`config.mk`:
```
export PLATFORM = sky130hd
export DESIGN_NAME = channel_transfer_mode_port
export DESIGN_NICKNAME = d
export VERILOG_FILES = /design/src/chan_port_pkg.sv /design/src/channel_transfer_mode_port.sv /design/src/chan_fifo.sv
export SDC_FILE = /design/constraint.sdc
export NUM_CORES = 1
export LEC_CHECK = 0
export BUFFER_PORTS_ARGS = -buffer_cell sky130_fd_sc_hd__buf_2
export CAP_MARGIN = 20
export CORE_MARGIN = 2
export CORE_UTILIZATION = 40
export CTS_CLUSTER_SIZE = 12
export DETAILED_ROUTE_END_ITERATION = 7
export HOLD_SLACK_MARGIN = 0.05
export PLACE_DENSITY = 0.62
export SLEW_MARGIN = 40
export SYNTH_ARGS = -nofsm -noshare
export SYNTH_HDL_FRONTEND = slang
export SYNTH_SLANG_ARGS = --single-unit
```
`constraint.sdc`:
```
create_clock -name mclk_i -period 3.66 [get_ports mclk_i]
set_input_delay 0 -clock mclk_i [delete_from_list [all_inputs] [get_ports mclk_i]]
set_output_delay 0 -clock mclk_i [all_outputs]
set_load 0.01 [all_outputs]
```
`src/chan_port_pkg.sv`:
```
package chan_port_pkg;
	// ------------------------------------------------------------
	// Transfer modes and states
	// ------------------------------------------------------------
	typedef enum logic [1:0] {
		MODE_DC_INTERLOCK = 2'h0,
		MODE_OFFSET_INTERLOCK = 2'h1,
		MODE_SERVICE_ONLY = 2'h2,
		MODE_STREAMING = 2'h3
	} xfer_mode_t;

	typedef enum logic [6:0] {
		ST_IDLE = 7'h01,
		ST_ADDR = 7'h02,
		ST_CMD = 7'h04,
		ST_INIT_STATUS = 7'h08,
		ST_DATA = 7'h10,
		ST_END_STATUS = 7'h20,
		ST_DISC = 7'h40
	} port_state_t;

	// ------------------------------------------------------------
	// Bus byte with parity
	// ------------------------------------------------------------
	typedef struct packed {
		logic par;
		logic [7:0] data;
	} bus_byte_t;

	// Command codes: low two bits select the operation class
	localparam logic [1:0] CMD_CLASS_WRITE = 2'h1;
	localparam logic [1:0] CMD_CLASS_READ = 2'h2;
	localparam logic [7:0] STATUS_CE_DE = 8'h0C;
	localparam logic [7:0] STATUS_RETRY = 8'h02;
	localparam logic [7:0] STATUS_INIT = 8'h00;
	localparam logic [7:0] DEV_ADDR_RESET = 8'h00;
	localparam int FIFO_DEPTH = 4;
	// Tape device rate pacing in cycles between streamed bytes
	localparam int PACE_CYCLES = 8;
	localparam logic [3:0] PACE_RESET = 4'h0;
endpackage

```
`src/channel_transfer_mode_port.sv`:
```
`timescale 1ns/1ps
module channel_transfer_mode_port
	import chan_port_pkg::*;
#(
	parameter logic [7:0] UNIT_ADDR = 8'h00
) (
	input wire logic mclk_i,
	input wire logic reset_i,
	input wire logic ce_i,
	input wire chan_port_pkg::xfer_mode_t mode_i,
	input wire logic accel_i,
	input wire chan_port_pkg::bus_byte_t bus_out_i,
	input wire logic address_out_i,
	input wire logic command_out_i,
	input wire logic service_out_i,
	input wire logic data_out_i,
	input wire logic operational_out_i,
	input wire logic hold_out_i,
	input wire logic select_out_i,
	input wire logic suppress_out_i,
	output chan_port_pkg::bus_byte_t bus_in_o,
	output logic address_in_o,
	output logic status_in_o,
	output logic service_in_o,
	output logic data_in_o,
	output logic disconnect_in_o,
	output logic operational_in_o,
	output logic select_in_o,
	output logic request_in_o,
	output logic mark0_in_o,
	input wire logic retry_req_i,
	output logic [7:0] drive_cmd_o,
	output logic drive_cmd_valid_o,
	input wire logic drive_done_i,
	input wire logic rd_valid_i,
	output logic rd_ready_o,
	input wire logic [7:0] rd_data_i,
	output logic wr_valid_o,
	input wire logic wr_ready_i,
	output logic [7:0] wr_data_o,
	output logic parity_err_o
);
	import chan_port_pkg::*;

	// ------------------------------------------------------------
	// Input synchronisers
	// ------------------------------------------------------------
	// Channel pins are asynchronous to mclk_i
	localparam int NSYNC = 17;
	logic [NSYNC-1:0] pin_raw;
	logic [NSYNC-1:0] sync1_reg;
	logic [NSYNC-1:0] sync2_reg;
	assign pin_raw = {bus_out_i, address_out_i, command_out_i, service_out_i, data_out_i,
		operational_out_i, hold_out_i, select_out_i, suppress_out_i};

	always_ff @(posedge mclk_i) begin
		if (reset_i) begin
			sync1_reg <= '0;
			sync2_reg <= '0;
		end else if (ce_i) begin
			sync1_reg <= pin_raw;
			sync2_reg <= sync1_reg;
		end
	end

	bus_byte_t bo;
	logic adr_out;
	logic cmd_out;
	logic svc_out;
	logic dat_out;
	logic opl_out;
	logic hld_out;
	logic sel_out;
	logic sup_out;
	assign {bo, adr_out, cmd_out, svc_out, dat_out, opl_out, hld_out, sel_out, sup_out} = sync2_reg;

	// ------------------------------------------------------------
	// Control state
	// ------------------------------------------------------------
	port_state_t state_reg;
	logic [7:0] cmd_reg;
	logic [7:0] status_reg;
	logic retry_reg;
	logic out_tag_reg;
	logic in_tag_reg;
	logic use_data_tag_reg;
	logic [3:0] pace_reg;
	logic is_rw;
	logic is_read;
	logic xfer_offset;
	logic drop;
	logic out_tag;
	logic byte_ok;

	assign is_read = (cmd_reg[1:0] == CMD_CLASS_READ);
	assign is_rw = is_read || (cmd_reg[1:0] == CMD_CLASS_WRITE);
	assign drop = !opl_out || (!sel_out && !hld_out);
	assign out_tag = svc_out || dat_out;
	// Streaming falls back to interlock for non read/write commands
	assign xfer_offset = is_rw && (mode_i == MODE_OFFSET_INTERLOCK || mode_i == MODE_STREAMING);

	// Write FIFO between channel and drive
	logic wf_in_valid;
	logic wf_in_ready;
	chan_fifo #(.WIDTH(8), .DEPTH(FIFO_DEPTH)) u_wr_fifo (
		.mclk_i(mclk_i),
		.reset_i(reset_i),
		.ce_i(ce_i),
		.in_valid_i(wf_in_valid),
		.in_ready_o(wf_in_ready),
		.in_data_i(bo.data),
		.out_valid_o(wr_valid_o),
		.out_ready_i(wr_ready_i),
		.out_data_o(wr_data_o)
	);

	// A byte is offered when in-tag is down and, for DC interlock and service-only, the out-tag too
	// Nothing offered once the drive is done, else a tag rises as the data phase closes
	assign byte_ok = !in_tag_reg && (xfer_offset || !out_tag) && (pace_reg == PACE_RESET)
		&& !drive_done_i && (is_read ? rd_valid_i : wf_in_ready);
	assign rd_ready_o = (state_reg == ST_DATA) && is_read && byte_ok && !drop;
	assign wf_in_valid = (state_reg == ST_DATA) && !is_read && in_tag_reg && out_tag
		&& !out_tag_reg;

	// ------------------------------------------------------------
	// Sequence machine
	// ------------------------------------------------------------
	always_ff @(posedge mclk_i) begin
		if (reset_i) begin
			state_reg <= ST_IDLE;
			cmd_reg <= 8'h00;
			status_reg <= STATUS_INIT;
			retry_reg <= 1'b0;
			drive_cmd_valid_o <= 1'b0;
		end else if (ce_i) begin
			drive_cmd_valid_o <= 1'b0;
			if (drop && state_reg != ST_IDLE) begin
				state_reg <= ST_IDLE;
			end else begin
				case (state_reg)
					ST_IDLE: begin
						if (sel_out && adr_out && opl_out && bo.data == UNIT_ADDR && !sup_out) begin
							state_reg <= ST_ADDR;
						end
					end
					ST_ADDR: begin
						if (cmd_out) begin
							cmd_reg <= bo.data;
							drive_cmd_valid_o <= 1'b1;
							retry_reg <= retry_req_i;
							status_reg <= retry_req_i ? STATUS_RETRY : STATUS_INIT;
							state_reg <= ST_CMD;
						end
					end
					ST_CMD: begin
						if (!cmd_out) begin
							state_reg <= ST_INIT_STATUS;
						end
					end
					ST_INIT_STATUS: begin
						if (svc_out && in_tag_reg) begin
							// Control commands are complete here, so the next status ends them
							status_reg <= (retry_reg || is_rw) ? STATUS_INIT : STATUS_CE_DE;
							retry_reg <= 1'b0;
							state_reg <= retry_reg ? ST_DISC : (is_rw ? ST_DATA : ST_END_STATUS);
						end
					end
					ST_DATA: begin
						if (drive_done_i && !in_tag_reg && !out_tag) begin
							status_reg <= STATUS_CE_DE;
							state_reg <= ST_END_STATUS;
						end
					end
					ST_END_STATUS: begin
						if (svc_out && in_tag_reg) begin
							status_reg <= STATUS_INIT;
							state_reg <= ST_DISC;
						end
					end
					ST_DISC: begin
						if (!in_tag_reg && !out_tag) begin
							state_reg <= ST_IDLE;
						end
					end
					default: state_reg <= ST_IDLE;
				endcase
			end
		end
	end

	// ------------------------------------------------------------
	// Tag handshake
	// ------------------------------------------------------------
	logic status_phase;
	assign status_phase = (state_reg == ST_INIT_STATUS) || (state_reg == ST_END_STATUS);

	always_ff @(posedge mclk_i) begin
		if (reset_i) begin
			in_tag_reg <= 1'b0;
			out_tag_reg <= 1'b0;
			use_data_tag_reg <= 1'b0;
			pace_reg <= PACE_RESET;
			bus_in_o <= '0;
		end else if (ce_i) begin
			out_tag_reg <= out_tag;
			if (pace_reg != PACE_RESET) begin
				pace_reg <= pace_reg - 1'b1;
			end
			if (drop) begin
				in_tag_reg <= 1'b0;
			end else if (in_tag_reg && out_tag && !out_tag_reg) begin
				in_tag_reg <= 1'b0;
			end else if (state_reg == ST_ADDR && in_tag_reg && cmd_out) begin
				// Command Out answers Address In; holding the tag would stall the command phase
				in_tag_reg <= 1'b0;
			end else if (status_phase && !in_tag_reg && !out_tag) begin
				in_tag_reg <= 1'b1;
				bus_in_o <= '{par: ~^status_reg, data: status_reg};
			end else if (state_reg == ST_ADDR && !in_tag_reg && !out_tag) begin
				in_tag_reg <= 1'b1;
				bus_in_o <= '{par: ~^UNIT_ADDR, data: UNIT_ADDR};
			end else if (state_reg == ST_DATA && byte_ok) begin
				in_tag_reg <= 1'b1;
				// Alternate tag pair, except in service-only mode
				use_data_tag_reg <= (mode_i != MODE_SERVICE_ONLY) && !use_data_tag_reg;
				if (mode_i == MODE_STREAMING && is_rw && !accel_i) begin
					pace_reg <= 4'(PACE_CYCLES);
				end
				if (is_read) begin
					bus_in_o <= '{par: ~^rd_data_i, data: rd_data_i};
				end
			end
		end
	end

	assign address_in_o = in_tag_reg && (state_reg == ST_ADDR || state_reg == ST_CMD);
	assign status_in_o = in_tag_reg && status_phase;
	assign service_in_o = in_tag_reg && state_reg == ST_DATA && !use_data_tag_reg;
	assign data_in_o = in_tag_reg && state_reg == ST_DATA && use_data_tag_reg;
	assign disconnect_in_o = 1'b0;
	assign operational_in_o = (state_reg != ST_IDLE);
	assign select_in_o = sel_out && (state_reg == ST_IDLE) && !(adr_out && bo.data == UNIT_ADDR);
	assign request_in_o = 1'b0;
	assign mark0_in_o = status_in_o && retry_reg;
	assign drive_cmd_o = cmd_reg;

	// Parity check on the command byte and on written Bus Out bytes
	always_ff @(posedge mclk_i) begin
		if (reset_i) begin
			parity_err_o <= 1'b0;
		end else if (ce_i) begin
			if ((cmd_out && state_reg == ST_ADDR) || wf_in_valid) begin
				parity_err_o <= (^{bo.par, bo.data}) == 1'b0;
			end
		end
	end

	// ------------------------------------------------------------
	// Assertions
	// ------------------------------------------------------------
	property p_mark_status;
		@(posedge mclk_i) disable iff (reset_i) mark0_in_o |-> status_in_o && bus_in_o.data == STATUS_RETRY;
	endproperty
	a_mark_status: assert property (p_mark_status) else $error("mark without status");

	property p_bus_parity;
		@(posedge mclk_i) disable iff (reset_i) (status_in_o || service_in_o) |-> ^{bus_in_o.par, bus_in_o.data};
	endproperty
	a_bus_parity: assert property (p_bus_parity) else $error("bus in parity even");

	property p_svc_only;
		@(posedge mclk_i) disable iff (reset_i) (mode_i == MODE_SERVICE_ONLY && $rose(in_tag_reg)) |-> !data_in_o;
	endproperty
	a_svc_only: assert property (p_svc_only) else $error("data in in service-only mode");

	property p_drop;
		@(posedge mclk_i) disable iff (reset_i) (ce_i && drop) |=> state_reg == ST_IDLE && !in_tag_reg;
	endproperty
	a_drop: assert property (p_drop) else $error("still connected after drop");

	property p_tag_fall;
		@(posedge mclk_i) disable iff (reset_i) (ce_i && in_tag_reg && out_tag && !out_tag_reg) |=> !in_tag_reg;
	endproperty
	a_tag_fall: assert property (p_tag_fall) else $error("in tag held after out tag");

	property p_status_clear;
		@(posedge mclk_i) disable iff (reset_i) (ce_i && state_reg == ST_END_STATUS && svc_out && in_tag_reg && !drop)
			|=> status_reg == STATUS_INIT && state_reg == ST_DISC;
	endproperty
	a_status_clear: assert property (p_status_clear) else $error("status not cleared");

	property p_cmd_issue;
		@(posedge mclk_i) disable iff (reset_i) (ce_i && state_reg == ST_ADDR && cmd_out && !drop)
			|=> drive_cmd_valid_o && drive_cmd_o == $past(bo.data);
	endproperty
	a_cmd_issue: assert property (p_cmd_issue) else $error("command not issued");

	property p_pace;
		@(posedge mclk_i) disable iff (reset_i) (pace_reg != PACE_RESET) |-> !rd_ready_o;
	endproperty
	a_pace: assert property (p_pace) else $error("byte during pacing");

	property p_select_pass;
		@(posedge mclk_i) disable iff (reset_i) (state_reg != ST_IDLE) |-> !select_in_o;
	endproperty
	a_select_pass: assert property (p_select_pass) else $error("select passed while connected");

	property p_addr_fall;
		@(posedge mclk_i) disable iff (reset_i)
			(ce_i && state_reg == ST_ADDR && in_tag_reg && cmd_out && !drop) |=> !address_in_o;
	endproperty
	a_addr_fall: assert property (p_addr_fall) else $error("address in held after command");

	property p_status_fresh;
		@(posedge mclk_i) disable iff (reset_i) $rose(status_in_o) |-> $rose(in_tag_reg);
	endproperty
	a_status_fresh: assert property (p_status_fresh) else $error("status in without fresh tag");

	property p_data_rw;
		@(posedge mclk_i) disable iff (reset_i) (state_reg == ST_DATA) |-> is_rw;
	endproperty
	a_data_rw: assert property (p_data_rw) else $error("data phase for control command");

	c_select: cover property (@(posedge mclk_i) disable iff (reset_i) state_reg == ST_ADDR);
	c_retry: cover property (@(posedge mclk_i) disable iff (reset_i) mark0_in_o);
	c_data: cover property (@(posedge mclk_i) disable iff (reset_i) service_in_o ##[1:40] data_in_o);
	c_end: cover property (@(posedge mclk_i) disable iff (reset_i) state_reg == ST_DISC);
endmodule // channel_transfer_mode_port

```
`src/chan_fifo.sv`:
```
`timescale 1ns/1ps
module chan_fifo #(
	parameter int WIDTH = 8,
	parameter int DEPTH = 4
) (
	input wire logic mclk_i,
	input wire logic reset_i,
	input wire logic ce_i,
	input wire logic in_valid_i,
	output logic in_ready_o,
	input wire logic [WIDTH-1:0] in_data_i,
	output logic out_valid_o,
	input wire logic out_ready_i,
	output logic [WIDTH-1:0] out_data_o
);
	localparam int AW = $clog2(DEPTH);
	logic [WIDTH-1:0] mem_reg [DEPTH];
	logic [AW-1:0] wr_reg;
	logic [AW-1:0] rd_reg;
	logic [AW:0] cnt_reg;
	logic push;
	logic pop;

	assign in_ready_o = (cnt_reg != (AW+1)'(DEPTH));
	assign out_valid_o = (cnt_reg != '0);
	assign out_data_o = mem_reg[rd_reg];
	assign push = in_valid_i && in_ready_o;
	assign pop = out_valid_o && out_ready_i;

	always_ff @(posedge mclk_i) begin
		if (ce_i && push) begin
			mem_reg[wr_reg] <= in_data_i;
		end
	end

	always_ff @(posedge mclk_i) begin
		if (reset_i) begin
			wr_reg <= '0;
			rd_reg <= '0;
			cnt_reg <= '0;
		end else if (ce_i) begin
			if (push) begin
				wr_reg <= (wr_reg == AW'(DEPTH-1)) ? '0 : wr_reg + 1'b1;
			end
			if (pop) begin
				rd_reg <= (rd_reg == AW'(DEPTH-1)) ? '0 : rd_reg + 1'b1;
			end
			if (push && !pop) begin
				cnt_reg <= cnt_reg + 1'b1;
			end else if (pop && !push) begin
				cnt_reg <= cnt_reg - 1'b1;
			end
		end
	end
endmodule // chan_fifo

```
==> flow_summary.yaml, run 1 <==
critical_path:
  critical_path_arrival_ps: 3090
  crit_chain: "nor4_4 > nand3_2 > nor3_1 > and2_1 > ha_1 > inv_1 > fa_1 > xnor2_1 > nand2_1 > xor2_1 > nor2_1"
  slowest_delay_ps: 480
  required_ps: 3890
  critPathBufInv: 1
  crit_family: "simple AND/OR/NAND/NOR gates"
  cp_max_fo: 11
  end_kind: "flip-flop"
  critPathKind: "reg -> reg"
  startpoint_type: "flip-flop"
  slowest_stage: "dfxtp_1"
logic_synthesis:
  synthMuxAreaShare_pct: 13.7
  yosysWarnings: 0
  yosys_most_used_dff: "dfxtp_1"
  synth_common_cells: "dfxtp_1 (79), nor2_1 (70), mux2i_1 (50)"
  synth_async_sr_flop_share_pct: 0
  synth_area_per_cell_sq_um: 10.6
  yosysMostFrequentCell: "dfxtp_1"
  synth.distinct_cells: 64
  synth_top_area_share_pct: 30.8
  synthXorXnorAreaFrac_pct: 3.24
  synth_compound_area_share_pct: 8.32
  synth_area_leaders: "dfxtp_1 (31%), edfxtp_1 (19%), mux2i_1 (9.8%)"
  synth_seq_cells: 111
  netlist_instances: 482
  synthSimpleGateAreaFrac_pct: 17.1
  synthesis.area_sq_mm: 0.00513
  synth_seq_area_share_pct: 49.6
  synth_top_family_by_area: "simple AND/OR/NAND/NOR gates"
  synthAdderAreaFrac_pct: 3.56
  yosysTopAreaCell: "dfxtp_1"
  synth_edf_count: 32
pwr:
  seq_power_share_pct: 49.6
  power_frac_comb_pct: 11.5
  p_clk_share_pct: 38.9
  p_int_mw: 2.01
  p_leak_nw: 2.47
  switching_share_pct: 25.1
  p_sw_uw: 673
  p_per_area_mw_per_mm2: 435
  vdd_ir_drop_max_v: 0.000223
flow_run:
  drv_cap: 0
sta:
  slew_headroom_pct: 51.9
  setup_violations: 0
  worstMarginPinSlew_ps: 722
  clock_skew_ps: 9.97
  rsz0062_at_grt: "false"
  drv_slew: 0
  fin_setup_tns_ps: 0
  fmax_mhz: 350
  hold_viol: 0
  min_period_ps: 2860
  period_share_pct: 78.1
drt:
  drc: 0
  detail_route.iter0.violations: 172
  routed_via_density: 5.07
  firstDrtPassIters: 4
  drtAntennaViolNets: 0
  wl_um: 11400
  wl_per_cell_um: 15.3
  vias: 3770
clock_tree:
  cts.path.max_buffers: 2
  clk_pin_slew_ps: 80
  cts.sinks: 111
  root_buffer: "clkbuf_16"
  cts.htree.levels: 3
  cts_inserted_buffers: 9
  cts_resized: 0
  cts_tree: "yes"
  clock_latency_ps: 360
floorplan:
  core-area_sq_mm: 0.0126
  pin_count: 73
  die_area_sq_mm: 0.0137
  die_w_um: 117
  die_h_um: 117
  start_util_pct: 40.8
  rows: 41
global_route:
  antenna_found_initial: 0
  grt_pass1_wl_um: 18500
  grt-ovfl-total: 0
  grt_max_degree: 42
  grt_usage_pct: 17.6
  grt_pass1_vias: 3716
finish:
  largest_register_ffs: 32
  diodes: 0
  drive_above_1_share_pct: 19.6
  instances_no_fill: 744
  post-route-util_pct: 49.2
  num-nets-final: 616
  area_growth_pct: 20.5
placement:
  routabilityCongestion: 0.821
  dp_hpwl_um: 8030
  port_buffers: 70
  post-place-cells: 701
min_path:
  min_path_type: "in -> reg"
run_status:
  status: "finished, final reports clean"
-- through the flow --
stage / hold slack (ps) / setup slack [ps] / power, mW / instance area [sq um]
global route: 151 / 544 / 2.81 / 6180
CTS: 84.9 / 837 / 2.72 / 6180
global placement: 236 / 979 / 1.64 / 5590
floorplan: 147 / 1190 / 1.57 / 5130
finish: 97.9 / 801 / 2.69 / 6180
detailed placement: 242 / 874 / 1.65 / 5590
-- worst register-to-register path, cell delays in order, from the launching register on --
cell     delay (ps)
dfxtp_1         480
nor4_4          410
nand3_2         190
nor3_1          360
and2_1          190
ha_1            200
inv_1            70
fa_1            430
xnor2_1         140
nand2_1          80
xor2_1          150
nor2_1           60
-- final timing paths --
path / start / depth (start not counted) / endpoint / slack [ps]
setup / recovery: state_reg[0] / 11 / u_wr_fifo.cnt_reg[2] / 800
hold / removal: mode_i[0] / 5 / use_data_tag_reg / 100
setup reg to reg: state_reg[0] / 11 / u_wr_fifo.cnt_reg[2] / 800
hold reg to reg: bus_in_o[7] / 2 / bus_in_o[7] / 450
-- power by group through the flow --
stage | Combinational, mW | Clock, mW | Sequential, mW
6_report | 0.309 | 1.05 | 1.33
5_1_grt | 0.351 | 1.13 | 1.34
4_1_cts | 0.311 | 1.07 | 1.33
3_5_place_dp | 0.287 | 0 | 1.36
3_3_place_gp | 0.281 | 0 | 1.36
2_1_floorplan | 0.229 | 0 | 1.34
-- placed cells by master, fill, tap and decap left out, types with 2 or more instances in the layout --
cell type,instances
a32o_1,3
o211ai_1,2
mux2i_1,50
nand3_1,7
a21o_1,2
conb_1,2
inv_8,2
a21oi_1,17
o31ai_1,2
mux4_2,8
dfxtp_1,79
nor3_1,7
o21ai_0,10
edfxtp_1,32
and2_1,6
dlygate4sd3_1,27
inv_1,23
and3_1,6
buf_4,4
xnor2_1,13
a211oi_1,4
mux2_2,2
nand3_2,2
nand2b_1,3
nand2_1,29
or3b_1,6
nor2b_1,3
clkbuf_16,9
xor2_1,6
buf_2,70
or3_1,4
nor4_1,8
nor3_4,2
nand3b_1,5
nor2_1,70
o2bb2ai_1,3
ha_1,13
-- logic make-up (layout without fill, tap and decap cells) --
group | Yosys count | count (layout)
AO/OA/AOI/OAI | 59 | 59
XOR/XNOR | 19 | 19
adder cells (fa/ha/maj) | 14 | 14
buffers and inverters | 51 | 140
flip-flops | 111 | 111
multiplexers | 60 | 60
other | 1 | 2
AND/OR/NAND/NOR | 167 | 167
-- area by class of cell --
class | count | area [sq um]
flip-flops and latches | 111 | 2540
repair buffers | 101 | 651
clock inverters | 6 | 86.3
fillers | 1137 | 6390
inverters | 23 | 86.3
clock buffers | 10 | 239
multi-input cells | 321 | 2360
well taps | 172 | 215
-- per-layer routing --
metal  share of wire [%]  GRT usage (%)  wire length, um  vias up
met5                   0              0                0        -
met3                 3.9           4.22              445       13
li1                    -              -                -     1873
met1                  46           22.0             5230     1797
met4                 1.2           5.25              137        0
met2                  49           30.3             5540       87
-- repair_timing --
item,4_1_cts,5_1_grt
endpoints found under the hold margin,28,0
hold buffers,27,0
setup buffers,0,0
Power figures use the tool's default switching activity.
==> run 2: changes to the inputs <==
==> constraint.sdc (replaced) <==
create_clock -name mclk_i -period 2.85 [get_ports mclk_i]
set_input_delay 0 -clock mclk_i [delete_from_list [all_inputs] [get_ports mclk_i]]
set_output_delay 0 -clock mclk_i [all_outputs]
set_load 0.01 [all_outputs]
==> run 2 against run 1 <==
  * Maximum frequency is 8.0% higher
  * Total power grew 30%
  * Hold slack got worse by 8.6 ps
  * Critical path type unchanged
  * Largest power group unchanged
==> flow_summary.yaml, run 2 (same netlist as run 1, synthesis figures left out) <==
placement:
  dp_hpwl_um: 7960
  place_area_sq_mm: 0.00566
  port_buffers: 70
  post-place-cells: 710
  routabilityCongestion: 0.798
drt:
  routed_via_density: 5.03
  wl_um: 11200
  drtAntennaViolNets: 0
  detail_route.iter0.violations: 186
  vias: 3790
  wl_per_cell_um: 14.8
  drc: 0
  firstDrtPassIters: 4
finish:
  seqCellArea_sq_mm: 0.00254
  multi_input_area_sq_mm: 0.00236
  finish.instance_area_sq_mm: 0.00626
  final_common_cell: "dfxtp_1"
  nFillCells: 1161
  area_growth_pct: 22.2
  diodes: 0
  instances_no_fill: 754
  post-route-util_pct: 49.8
  largest_register_ffs: 32
  num-nets-final: 626
  drive_above_1_share_pct: 20.6
  mostFrequentLayoutCells: "dfxtp_1 (79), nor2_1 (70), buf_2 (69)"
sta:
  fin_setup_tns_ps: 0
  setup_violations: 0
  period_share_pct: 92.9
  slew_headroom_pct: 59.6
  drv_slew: 0
  hold_viol: 0
  fmax_mhz: 378
  min_period_ps: 2650
  clock_skew_ps: 11.1
  worstMarginPinSlew_ps: 606
  rsz0062_at_grt: "false"
floorplan:
  pin_count: 73
  core-area_sq_mm: 0.0126
  rows: 41
  die_w_um: 117
  die_area_sq_mm: 0.0137
  die_h_um: 117
  start_util_pct: 40.8
clock_tree:
  root_buffer: "clkbuf_16"
  cts.sinks: 111
  clk_pin_slew_ps: 70
  cts.path.max_buffers: 2
  cts_inserted_buffers: 9
  cts_tree: "yes"
  cts_setup_buffers: 0
  clock_latency_ps: 350
  cts.htree.levels: 3
pwr:
  p_per_area_mw_per_mm2: 557
  finalPower_mw: 3.49
  p_leak_nw: 2.52
  vdd_ir_drop_max_v: 0.000257
critical_path:
  cp_max_fo: 4
  crit_start: "drive_cmd_o[0]"
  slowest_delay_ps: 440
  end_kind: "flip-flop"
  startpoint_type: "flip-flop"
  critical_path_arrival_ps: 2880
  crit_chain: "inv_1 > ha_1 > or3_1 > nor3_1 > and2_1 > ha_1 > inv_1 > fa_1 > xnor2_1 > nand2_1 > xor2_1 > nor2_1"
  critPathKind: "reg -> reg"
  slowest_stage: "fa_1"
  r2r_start: "drive_cmd_o[0]"
  required_ps: 3080
global_route:
  grt.busiest_layer: "met2"
  grt_pass1_wl_um: 18000
  grt_pass1_vias: 3618
  gr-usage-met3_pct: 4.69
  antenna_found_initial: 0
  grt_max_degree: 51
  grt-ovfl-total: 0
  grt_usage_pct: 17.2
  grt.met2_usage_pct: 29.2
  grt_util_met1_pct: 21.7
run_status:
  status: "finished, final reports clean"
flow_run:
  drv_cap: 0
min_path:
  min_path_type: "in -> reg"
  min_from: "mode_i[0]"
[run 2: layout make-up]
cell class	instances	area share, %
multi-input combinational	321	37.7
timing repair buffer	111	11.7
tap	172	3.44
clock buffer	9	3.59
clock inverter	7	1.64
sequential	111	40.6
inverter	23	1.38
[run 2: per-stage QoR]
stage | hold slack [ps] | worst slack, ps
after floorplan | 147 | 382
after global placement | 235 | 337
after detailed placement | 244 | 248
after CTS | 74.8 | 213
after global routing | 136 | 66.6
final | 89.3 | 204
[run 2: worst max-delay path: cells and delay by family (launching register included)]
family        cells  cell delay, ps
simple gates      5             910
xor+xnor          2             300
flops             1             350
buf+inv           2             120
fa+ha+maj         3             850
[run 2: repair_timing]
item | 4_1_cts | 5_1_grt
endpoints found under the hold margin | 29 | 0
endpoints found under the setup margin | 0 | 0
hold buffers | 28 | 0
resized for setup | 0 | 0
[run 2: routing by layer]
metal,up-vias,wire length [um]
li1,1892,-
met1,1793,4870
met2,91,5550
met3,14,605
met4,0,158
met5,-,0
[run 2: path summary, 6_finish.rpt]
check | end | slack, ps | cells past startpoint
max reg2reg | u_wr_fifo.cnt_reg[2] | 200 | 12
min | use_data_tag_reg | 90 | 5
min reg2reg | bus_in_o[7] | 450 | 2
max | u_wr_fifo.cnt_reg[2] | 200 | 12
[run 2: power breakdown]
| part | internal [mW] | total, mW | leakage [nW] | switching, mW |
|---|---|---|---|---|
| Clock | 0.783 | 1.37 | 0.158 | 0.591 |
| Sequential | 1.67 | 1.70 | 0.890 | 0.0388 |
| Combinational | 0.198 | 0.412 | 1.47 | 0.215 |
| Total | 2.65 | 3.49 | 2.52 | 0.845 |
==> run 3: changes to the inputs <==
--- a/config.mk
+++ b/config.mk
@@ -5,10 +5,12 @@
 export SDC_FILE = /design/constraint.sdc
 export NUM_CORES = 1
 export LEC_CHECK = 0
+export ABC_CLOCK_PERIOD_IN_PS = 2850
 export BUFFER_PORTS_ARGS = -buffer_cell sky130_fd_sc_hd__buf_2
 export CAP_MARGIN = 20
 export CORE_MARGIN = 2
 export CORE_UTILIZATION = 40
+export CTS_BUF_LIST = sky130_fd_sc_hd__clkbuf_4
 export CTS_CLUSTER_SIZE = 12
 export DETAILED_ROUTE_END_ITERATION = 7
 export HOLD_SLACK_MARGIN = 0.05
==> run 3 against run 2 <==
  * Clock skew up 19 ps
  * Non-clock buffer count grew 19
  * First-iteration DRC count rose by 2.2%
  * Clock power fell by 34%
  * Sequential power about the same
  * Via count is 2.4% higher
  * Hold slack better by 30 ps
  * Final cell count up 2.5%
  * Wire length rose by 2.0%
  * Register-to-register slack got worse by 110 ps
  * Total power fell by 13%
  * Critical path type unchanged
  * Sequential share of layout area down 0.31 points
==> flow_summary.yaml, run 3 (same netlist as run 1, synthesis figures left out) <==
critical_path:
  crit_family: "buffers and inverters"
  slowest_stage: "dlygate4sd3_1"
  cp_max_fo: 10
  crit_top_cell: "dlygate4sd3_1"
  end_kind: "flip-flop"
  startpoint_type: "flip-flop"
  critPathBufInv: 3
  crit_chain: "buf_4 > nor2b_1 > nand3_1 > a21boi_2 > nand4_1 > dlygate4sd3_1 > a21oi_1 > dlygate4sd3_1"
  critical_path_arrival_ps: 3200
  critPathKind: "reg -> reg"
  required_ps: 3300
  slowest_delay_ps: 580
pwr:
  finalPower_mw: 3.05
  vdd_ir_drop_max_v: 0.000225
  switching_share_pct: 26.3
  p_per_area_mw_per_mm2: 483
  p_int_mw: 2.25
  p_clk_share_pct: 29.8
  p_leak_nw: 2.55
  power_frac_comb_pct: 14.3
  seq_power_share_pct: 55.9
  p_sw_uw: 800
clock_tree:
  root_buffer: "clkbuf_4"
  clock_latency_ps: 490
  cts.sinks: 111
  cts.path.max_buffers: 2
  cts_inserted_buffers: 9
  clk_pin_slew_ps: 180
  cts.htree.levels: 3
  cts_tree: "yes"
  cts_setup_buffers: 0
floorplan:
  die_w_um: 117
  pin_count: 73
  start_util_pct: 40.8
  rows: 41
  die_h_um: 117
  core-area_sq_mm: 0.0126
  die_area_sq_mm: 0.0137
drt:
  detail_route.iter0.violations: 190
  wl_per_cell_um: 14.8
  drc: 0
  firstDrtPassIters: 4
  wl_um: 11400
  drtAntennaViolNets: 0
  routed_via_density: 5.02
  vias: 3880
sta:
  fin_ws_ps: 93.0
  fin_setup_tns_ps: 0
  drv_slew: 0
  hold_viol: 0
  worstMarginPinSlew_ps: 625
  period_share_pct: 96.7
  setup_violations: 0
  slew_headroom_pct: 58.0
  min_period_ps: 2760
  clock_skew_ps: 30.4
  fmax_mhz: 363
  hold_slack_ps: 120
global_route:
  antenna_found_initial: 0
  grt_pass1_wl_um: 18400
  grt_max_degree: 51
  grt-ovfl-total: 0
  grt_usage_pct: 17.6
  grt_pass1_vias: 3756
placement:
  pre_cts_slack_ps: 248
  post-place-cells: 710
  place_area_sq_mm: 0.00566
  routabilityCongestion: 0.798
  port_buffers: 70
  dp_hpwl_um: 7960
finish:
  post-route-util_pct: 50.2
  final_common_cell: "dfxtp_1"
  largest_register_ffs: 32
  multi_input_area_sq_mm: 0.00238
  instances_no_fill: 773
  finish.instance_area_sq_mm: 0.00631
  seqCellArea_sq_mm: 0.00254
  nFillCells: 1165
  mostFrequentLayoutCells: "dfxtp_1 (79), nor2_1 (70), buf_2 (69)"
  area_growth_pct: 23.1
  drive_above_1_share_pct: 20.6
  num-nets-final: 645
  diodes: 0
min_path:
  min_path_type: "in -> reg"
run_status:
  status: "finished, final reports clean"
flow_run:
  drv_cap: 0
==> run 3: final timing paths <==
kind / from / end / slack, ps / cells past startpoint
setup reg to reg: state_reg[0] / retry_reg / 90 / 8
hold / removal: mode_i[0] / pace_reg[3] / 120 / 5
hold reg to reg: bus_in_o[7] / bus_in_o[7] / 460 / 2
setup / recovery: state_reg[0] / retry_reg / 90 / 8
==> run 3: power by group through the flow <==
stage	Clock [mW]	Sequential [mW]	Combinational (mW)
after floorplan	0	1.73	0.294
after global placement	0	1.74	0.373
after detailed placement	0	1.74	0.384
after CTS	0.941	1.71	0.432
after global routing	0.993	1.71	0.487
final	0.908	1.71	0.435
==> run 3: metal layers <==
metal	track usage (%)	vias up	wire length (um)
met5	0	-	0
met4	5.88	0	187
met3	4.17	13	465
met2	30.3	88	5710
met1	21.6	1851	5050
li1	-	1928	-
==> run 3: what timing repair did <==
item / CTS / global route
hold buffers: 47 / 0
resized for setup: 0 / 4
endpoints found under the hold margin: 57 / 0
endpoints found under the setup margin: 0 / 3
==> run 3: final cells by class <==
cell class | count | area share, %
inverter | 23 | 1.37
tap | 172 | 3.41
clock buffer | 9 | 1.07
multi-input combinational | 321 | 37.7
sequential | 111 | 40.3
clock inverter | 7 | 1.63
timing repair buffer | 130 | 14.6
==> run 3: tightest hold or removal path: cells and delay by family <==
family / cells / cell delay, ps
compound gates: 1 / 50
simple gates: 3 / 400
buf+inv: 1 / 120
